## config.mk

```make
export PLATFORM = sky130hd
export DESIGN_NAME = output_conditioning_config
export DESIGN_NICKNAME = d
export VERILOG_FILES = /design/src/hdl/output_conditioning_pkg.sv /design/src/hdl/segment_interp.sv /design/src/hdl/output_conditioning_config.sv
export SDC_FILE = /design/constraint.sdc
export NUM_CORES = 1
export LEC_CHECK = 0
export ABC_AREA = 0
export BUFFER_PORTS_ARGS = -buffer_cell sky130_fd_sc_hd__buf_2
export CORE_MARGIN = 2
export CORE_UTILIZATION = 50
export CTS_BUF_LIST = sky130_fd_sc_hd__clkbuf_8
export CTS_CLUSTER_SIZE = 28
export DETAILED_ROUTE_END_ITERATION = 10
export PLACE_DENSITY = 0.66
export SYNTH_ARGS = -nofsm -noshare
export SYNTH_HDL_FRONTEND = slang
export SYNTH_SLANG_ARGS = --single-unit
```

## constraint.sdc

```tcl
create_clock -name clk -period 13.85 [get_ports clk]
set_input_delay 1.385 -clock clk [delete_from_list [all_inputs] [get_ports clk]]
set_output_delay 1.385 -clock clk [all_outputs]
set_load 0.03 [all_outputs]
```

## src/hdl/output_conditioning_pkg.sv

```systemverilog
// constants and carriers for the output conditioning configuration block
// assumes one 100 MHz clock and a 24-bit word-addressed configuration store
package output_conditioning_pkg;

   // ----------------------------------------------------------------
   // widths
   // ----------------------------------------------------------------
   localparam int ADDR_W = 8;
   localparam int DATA_W = 24;
   localparam int SAMPLE_W = 12;
   localparam int FRAC_W = 7;
   localparam int SEG_W = 5;
   localparam int COEF_NUM = 33;
   localparam int SLEW_W = 3;

   // ----------------------------------------------------------------
   // word offsets of the store
   // ----------------------------------------------------------------
   localparam logic [ADDR_W-1:0] COEF_FIRST_ADDR = 8'h0B;
   localparam logic [ADDR_W-1:0] SHAPE_CTRL_ADDR = 8'h1B;
   localparam logic [ADDR_W-1:0] SUPPLY_CTRL_ADDR = 8'h1C;
   localparam logic [ADDR_W-1:0] DRIVER_CTRL_ADDR = 8'h1E;

   // ----------------------------------------------------------------
   // field positions and reset values
   // ----------------------------------------------------------------
   localparam int COEF_HI_LSB = 12;
   localparam int SHAPE_LOADED_POS = 23;
   localparam int POLARITY_POS = 22;
   localparam int UVD_OFF_POS = 9;
   localparam int SLEW_LSB = 18;
   localparam logic [SAMPLE_W-1:0] COEF_RESET = 12'h000;
   localparam logic [DATA_W-1:0] RDATA_RESET = 24'h000000;

   typedef struct packed {
      logic shapingLoaded;
      logic polarityFlip;
      logic uvdOff;
      logic [SLEW_W-1:0] slew;
   } cfg_s;

   localparam cfg_s CFG_RESET = '{shapingLoaded: 1'b0, polarityFlip: 1'b0, uvdOff: 1'b0,
                                  slew: 3'h0};

   typedef struct packed {
      logic [ADDR_W-1:0] addr;
      logic [DATA_W-1:0] wdata;
      logic wr;
      logic rd;
   } busReq_s;

   typedef enum logic [0:0] {
      ST_IDLE = 1'b0,
      ST_LOAD = 1'b1
   } load_e;

endpackage

```

## src/hdl/segment_interp.sv

```systemverilog
// straight-line interpolation between two neighbouring segment coefficients
// assumes unsigned 12-bit coefficients and a 7-bit position inside the segment
`timescale 1ns/1ps
`default_nettype none

module segment_interp
   import output_conditioning_pkg::*;
(
   input wire logic [SAMPLE_W-1:0] lowCoef,
   input wire logic [SAMPLE_W-1:0] highCoef,
   input wire logic [FRAC_W-1:0] frac,
   output logic [SAMPLE_W-1:0] shaped
);

   logic signed [13:0] diff;
   logic signed [21:0] prod;
   logic signed [14:0] sum;

   // ----------------------------------------------------------------
   // interpolation
   // ----------------------------------------------------------------
   // result always lies between the two end points, so no clamp is needed
   always_comb
   begin
      diff = $signed({2'b00, highCoef}) - $signed({2'b00, lowCoef});
      prod = diff * $signed({1'b0, frac});
      sum = $signed({3'b000, lowCoef}) + $signed(prod[21:7]);
      shaped = sum[SAMPLE_W-1:0];
   end

endmodule

`default_nettype wire

```

## src/hdl/output_conditioning_config.sv

```systemverilog
// configuration store and output conditioning path of a linear field sensor
// assumes synchronous inputs on clk and a programmer on the plain register port
//
// Decided for this implementation: the plain strobed port.
`timescale 1ns/1ps
`default_nettype none

// Behaviour
// - With the shaping-loaded flag set, the stored segment coefficients shape every sample.
// - With the flag clear, its default, samples pass the shaping stage unchanged.
// - The undervoltage-detect-off bit leaves detection on at 0, its default, and off at 1.
// - With the polarity bit at 0 the output value is the value from the shaping stage, unchanged.
// - With the polarity bit at 1 the output value is mirrored about mid-scale, full scale minus the value.
// - A 3-bit slew code picks one of eight driver ramps, 000 the default and fastest.
module output_conditioning_config
   import output_conditioning_pkg::*;
(
   input wire logic clk,
   input wire logic reset_n,
   input wire logic ce,
   input wire logic [ADDR_W-1:0] regAddr,
   input wire logic [DATA_W-1:0] regWdata,
   input wire logic regWr,
   input wire logic regRd,
   output logic [DATA_W-1:0] regRdata,
   input wire logic [SAMPLE_W-1:0] sampleIn,
   input wire logic sampleValid,
   input wire logic lowVoltageIn,
   input wire logic reloadReq,
   output logic [SAMPLE_W-1:0] outValue,
   output logic outValid,
   output logic [SLEW_W-1:0] driverSlew,
   output logic undervoltageDetectEn,
   output logic lowVoltageFault,
   output logic configBusy
);

   busReq_s req;
   cfg_s storeCfg;
   cfg_s next_storeCfg;
   cfg_s activeCfg;
   cfg_s next_activeCfg;
   load_e loadState;
   load_e next_loadState;
   logic [SAMPLE_W-1:0] shaping_coefficient_table [0:COEF_NUM-1];
   logic [SAMPLE_W-1:0] next_coefTable [0:COEF_NUM-1];
   logic [DATA_W-1:0] next_regRdata;
   logic [SAMPLE_W-1:0] next_outValue;
   logic next_outValid;
   logic next_lowVoltageFault;
   logic [ADDR_W-1:0] coefWord;
   logic [5:0] coefIdx;
   logic inCoefRange;
   logic [SEG_W-1:0] seg;
   logic [SAMPLE_W-1:0] interpOut;
   logic [SAMPLE_W-1:0] shaped;

   assign req = '{addr: regAddr, wdata: regWdata, wr: regWr, rd: regRd};
   assign coefWord = req.addr - COEF_FIRST_ADDR;
   assign coefIdx = {coefWord[4:0], 1'b0};
   assign inCoefRange = (req.addr >= COEF_FIRST_ADDR) && (req.addr <= SHAPE_CTRL_ADDR);
   assign seg = sampleIn[SAMPLE_W-1:FRAC_W];

   // ----------------------------------------------------------------
   // configuration store
   // ----------------------------------------------------------------
   // the store models the nonvolatile image; the output path reads its coefficients directly and its settings only through the load
   always_comb
   begin
      next_coefTable = shaping_coefficient_table;
      next_storeCfg = storeCfg;
      if (req.wr)
      begin
         if (inCoefRange)
         begin
            next_coefTable[coefIdx] = req.wdata[SAMPLE_W-1:0];
            if (req.addr != SHAPE_CTRL_ADDR)
            begin
               next_coefTable[coefIdx + 6'd1] = req.wdata[DATA_W-1:COEF_HI_LSB];
            end
         end
         unique case (req.addr)
            SHAPE_CTRL_ADDR:
            begin
               next_storeCfg.shapingLoaded = req.wdata[SHAPE_LOADED_POS];
               next_storeCfg.polarityFlip = req.wdata[POLARITY_POS];
            end
            SUPPLY_CTRL_ADDR:
            begin
               next_storeCfg.uvdOff = req.wdata[UVD_OFF_POS];
            end
            DRIVER_CTRL_ADDR:
            begin
               next_storeCfg.slew = req.wdata[SLEW_LSB +: SLEW_W];
            end
            default:
            begin
               next_storeCfg = storeCfg;
            end
         endcase
      end
   end

   always_ff @(posedge clk or negedge reset_n)
   begin
      if (!reset_n)
      begin
         storeCfg <= CFG_RESET;
         for (int i = 0; i < COEF_NUM; i++)
         begin
            shaping_coefficient_table[i] <= COEF_RESET;
         end
      end
      else if (ce)
      begin
         storeCfg <= next_storeCfg;
         shaping_coefficient_table <= next_coefTable;
      end
   end

   // ----------------------------------------------------------------
   // register read port
   // ----------------------------------------------------------------
   always_comb
   begin
      next_regRdata = RDATA_RESET;
      if (req.rd)
      begin
         if (inCoefRange && (req.addr != SHAPE_CTRL_ADDR))
         begin
            next_regRdata = {shaping_coefficient_table[coefIdx + 6'd1],
                             shaping_coefficient_table[coefIdx]};
         end
         else if (req.addr == SHAPE_CTRL_ADDR)
         begin
            next_regRdata[SAMPLE_W-1:0] = shaping_coefficient_table[COEF_NUM-1];
            next_regRdata[SHAPE_LOADED_POS] = storeCfg.shapingLoaded;
            next_regRdata[POLARITY_POS] = storeCfg.polarityFlip;
         end
         else if (req.addr == SUPPLY_CTRL_ADDR)
         begin
            next_regRdata[UVD_OFF_POS] = storeCfg.uvdOff;
         end
         else if (req.addr == DRIVER_CTRL_ADDR)
         begin
            next_regRdata[SLEW_LSB +: SLEW_W] = storeCfg.slew;
         end
      end
   end

   always_ff @(posedge clk or negedge reset_n)
   begin
      if (!reset_n)
      begin
         regRdata <= RDATA_RESET;
      end
      else if (ce)
      begin
         regRdata <= next_regRdata;
      end
   end

   // ----------------------------------------------------------------
   // power-up load of the active settings
   // ----------------------------------------------------------------
   // settings change only in the load cycle, so the output never sees a half-written word
   always_comb
   begin
      next_activeCfg = activeCfg;
      next_loadState = loadState;
      unique case (loadState)
         ST_LOAD:
         begin
            next_activeCfg = storeCfg;
            next_loadState = ST_IDLE;
         end
         ST_IDLE:
         begin
            if (reloadReq)
            begin
               next_loadState = ST_LOAD;
            end
         end
      endcase
   end

   always_ff @(posedge clk or negedge reset_n)
   begin
      if (!reset_n)
      begin
         activeCfg <= CFG_RESET;
         loadState <= ST_LOAD;
      end
      else if (ce)
      begin
         activeCfg <= next_activeCfg;
         loadState <= next_loadState;
      end
   end

   // ----------------------------------------------------------------
   // output path
   // ----------------------------------------------------------------
   segment_interp shaper
   (
      .lowCoef(shaping_coefficient_table[seg]),
      .highCoef(shaping_coefficient_table[{1'b0, seg} + 6'd1]),
      .frac(sampleIn[FRAC_W-1:0]),
      .shaped(interpOut)
   );

   // coefficients are read live; the flag guards against a partly written table
   assign shaped = activeCfg.shapingLoaded ? interpOut : sampleIn;

   always_comb
   begin
      next_outValue = outValue;
      next_outValid = sampleValid;
      if (sampleValid)
      begin
         next_outValue = activeCfg.polarityFlip ? ~shaped : shaped;
      end
      next_lowVoltageFault = lowVoltageIn && !activeCfg.uvdOff;
   end

   always_ff @(posedge clk or negedge reset_n)
   begin
      if (!reset_n)
      begin
         outValue <= COEF_RESET;
         outValid <= 1'b0;
         lowVoltageFault <= 1'b0;
         driverSlew <= CFG_RESET.slew;
         undervoltageDetectEn <= 1'b1;
         configBusy <= 1'b1;
      end
      else if (ce)
      begin
         outValue <= next_outValue;
         outValid <= next_outValid;
         lowVoltageFault <= next_lowVoltageFault;
         driverSlew <= next_activeCfg.slew;
         undervoltageDetectEn <= !next_activeCfg.uvdOff;
         configBusy <= (next_loadState == ST_LOAD);
      end
   end

endmodule

`default_nettype wire

```

==> key figures <==
Finish
  • Proportion of layout cells with a drive suffix above 1: 34.9%
  • P&R area growth vs syn: 9.01%
  • Commonest non-fill, non-tap cell in the layout: dfrtp_1
  • Leading cell types in the layout, fill and taps excluded: dfrtp_1, mux2_2, mux4_2, nand2_1, mux2i_1
  • Layout Cells excl Fill: 3,455
  • Post-Layout Inst Area: 33,800 sq um
  • Final #Nets: 2,787

STA
  • RSZ-0062 raised after global routing: false
  • Final setup violation count: 0
  • Slew HR: 16.8%
  • Setup Skew: 0.0338 ns
  • Tightest Pin Transition: 1.25 ns
  • Post-layout min period: 11.32 ns
  • Max Clock Freq: 88.3 MHz
  • Hold Vio Cnt, Final: 0
  • Fin crit share: 81.7%
  • TNS Setup: 0 ns
  • Final Slew Violations: 0

Outcome
  • Status: completed

Routing
  • WL final: 102 mm
  • Pre-Repair DR Iteration Count: 5
  • DRC: 0
  • Via-to-Cell Ratio: 6.83
  • Antenna Nets Post-Route: 0
  • Wirelength per Cell: 29.4 um
  • Drt first-iter violations: 2,563
  • Vias: 23,600

Place
  • Placed Instances: 3,312
  • Post-DP HPWL: 65.4 mm
  • Port Buf Inserts: 94
  • Routability cong.: 0.932
  • Placed Area: 32,200 sq um

Clock network
  • Clk root buf: clkbuf_8
  • CTS tree: done
  • Post CTS Setup Buffer Count: 0
  • Clock sink total: 448
  • CTS clk-pin slew, worst paths: 0.06 ns
  • H-tree levels: 3
  • Post-CTS Hold Fix Bufs: 0
  • Clk Latency, worst-skew pair: 0.69 ns
  • CTS Buf Count: 78
  • Post-CTS Resized: 0
  • Clk buf depth: 3

Logic synthesis
  • Post-Syn Area: 31,000 sq um
  • Number of synthesized flops with an enable pin: 0
  • Syn_nets: 2,761
  • FF+latch count, synth: 448
  • Seq/Total Area, Yosys: 36.2%
  • Async set-reset flop share out of synthesis: 100%
  • Synth Instances: 2,576
  • Avg Inst Size Synth: 12.0 sq um
  • Synth Flop Type: dfrtp_1
  • Synth warnings: 0
  • Yosys cell types: 68

Flow run
  • Max_cap viols: 0

Floorplan
  • Num rows: 91
  • Core area: 61,500 sq um
  • Die width: 253 um
  • Starting density of the core: 50.4%
  • Chip height: 253 um
  • Die area: 64,000 sq um
  • Ports: 95

Global routing
  • Met3 global-route usage: 8.09%
  • Grt met1 use: 41.0%
  • Total Routing Usage GR: 32.5%
  • Vias in the first global route: 24,300
  • Largest net degree at the start of global routing: 121
  • Global-route wire length before repair: 155 mm
  • M2 GR Usage: 50.8%
  • Initial antenna violation count: 7
  • Grt ovf: 0
  • Busiest layer in global routing: met2

Setup path
  • Crit-path max FO: 30
  • Largest stage delay on the critical path: 0.60 ns
  • Critical path buffers and inverters: 5
  • WP data required: 14.43 ns
  • CP startpoint kind: input port
  • WS Path Type: input port to flip-flop
  • Cell at the slowest stage of the critical path: xnor2_4
  • Crit. End Element: flip-flop
  • Worst path top cell family by delay: compound AO/OA/AOI/OAI gates
  • Arr. time, crit path: 11.90 ns

Worst hold path
  • Worst min path class: flip-flop to flip-flop

Pwr
  • Worst IR Drop VDD: 0.356 mV
  • Pleak: 15.5 nW
  • Pwr/cell area: 173 nW/um^2
==> registers in the layout (all words and copies together), names as in the netlist <==
register                   count
driverSlew                     3
configBusy                     1
regRdata                      24
outValue                      12
storeCfg                       6
shaping_coefficient_table    396
activeCfg                      3
lowVoltageFault                1
outValid                       1
undervoltageDetectEn           1
==> kinds of logic (layout without fill, tap and decap cells) <==
group	count (synthesis)	count (layout)	share of synthesized area [%]
multiplexers	788	788	35.5
AND/OR/NAND/NOR	458	458	6.96
XOR/XNOR	54	54	1.67
adder cells (fa/ha/maj)	133	133	6.99
other	0	4	0
flip-flops	448	448	36.2
buffers and inverters	333	418	4.67
AO/OA/AOI/OAI	362	362	8.00
==> power breakdown <==
part | switching [mW] | total, mW | internal, mW | leakage, nW
clock network | 0.580 | 1.25 | 0.668 | 0.899
registers | 0.0390 | 1.39 | 1.35 | 6.21
logic | 1.84 | 3.20 | 1.36 | 8.39
==> metrics by stage <==
step,hold slack (ns),setup WS (ns),total power [mW],utilization (%)
global route,0.493,1.84,6.24,55.0
finish,0.479,2.53,5.83,55.0
global placement,0.458,1.99,4.48,52.3
CTS,0.477,2.67,5.85,54.9
detailed placement,0.470,1.96,4.58,52.3
floorplan,0.438,3.61,3.81,-
==> worst paths after layout <==
kind | startpoint | end | slack, ns | cells past startpoint
min in group asynchronous | reset_n | regRdata[12] | 0.75 | 1
hold / removal | activeCfg[3] | lowVoltageFault | 0.48 | 1
setup reg to reg | shaping_coefficient_table[289] | outValue[11] | 4.32 | 39
hold reg to reg | activeCfg[3] | lowVoltageFault | 0.48 | 1
max in group asynchronous | reset_n | shaping_coefficient_table[350] | 10.09 | 4
setup / recovery | sampleIn[8] | outValue[11] | 2.53 | 43
==> synthesized netlist by cell type (30+ instances only) <==
master / instances / area [sq um]
o221ai_1: 41 / 359
mux2i_1: 163 / 1630
and2_1: 53 / 332
buf_2: 62 / 310
fa_1: 67 / 1340
a221oi_1: 53 / 464
a21oi_1: 68 / 340
nor3_1: 47 / 235
inv_1: 130 / 488
xnor2_1: 30 / 263
clkbuf_1: 103 / 387
nor2_1: 85 / 319
o21ai_0: 78 / 390
nand2_1: 180 / 676
mux2_2: 413 / 4650
mux4_2: 204 / 4590
ha_1: 66 / 826
dfrtp_1: 446 / 11200
==> worst register-to-register path: cells and delay by family (launching register included) <==
| kind | cells | cell delay, ns |
|---|---|---|
| compound gates | 16 | 3.05 |
| fa+ha+maj | 7 | 2.93 |
| xor+xnor | 3 | 0.76 |
| flops | 1 | 0.41 |
| mux | 2 | 0.98 |
| buf+inv | 3 | 0.15 |
| simple gates | 8 | 1.12 |
==> final cells by class <==
cell class                 count  area [sq um]
sequential                   448         11200
fill                        5180         27700
clock inverter                35           159
inverter                     130           488
clock buffer                 104          1430
antenna                        4          10.0
tap                          790           988
multi-input combinational   1795         18600
timing repair buffer         149           921
==> routing by layer <==
metal,vias up,share of wire (%)
met5,-,0.015
met1,12000,37
met2,1503,46
met4,2,6.3
li1,9689,-
met3,362,10
Note: power is estimated with default switching activity, not from simulation.
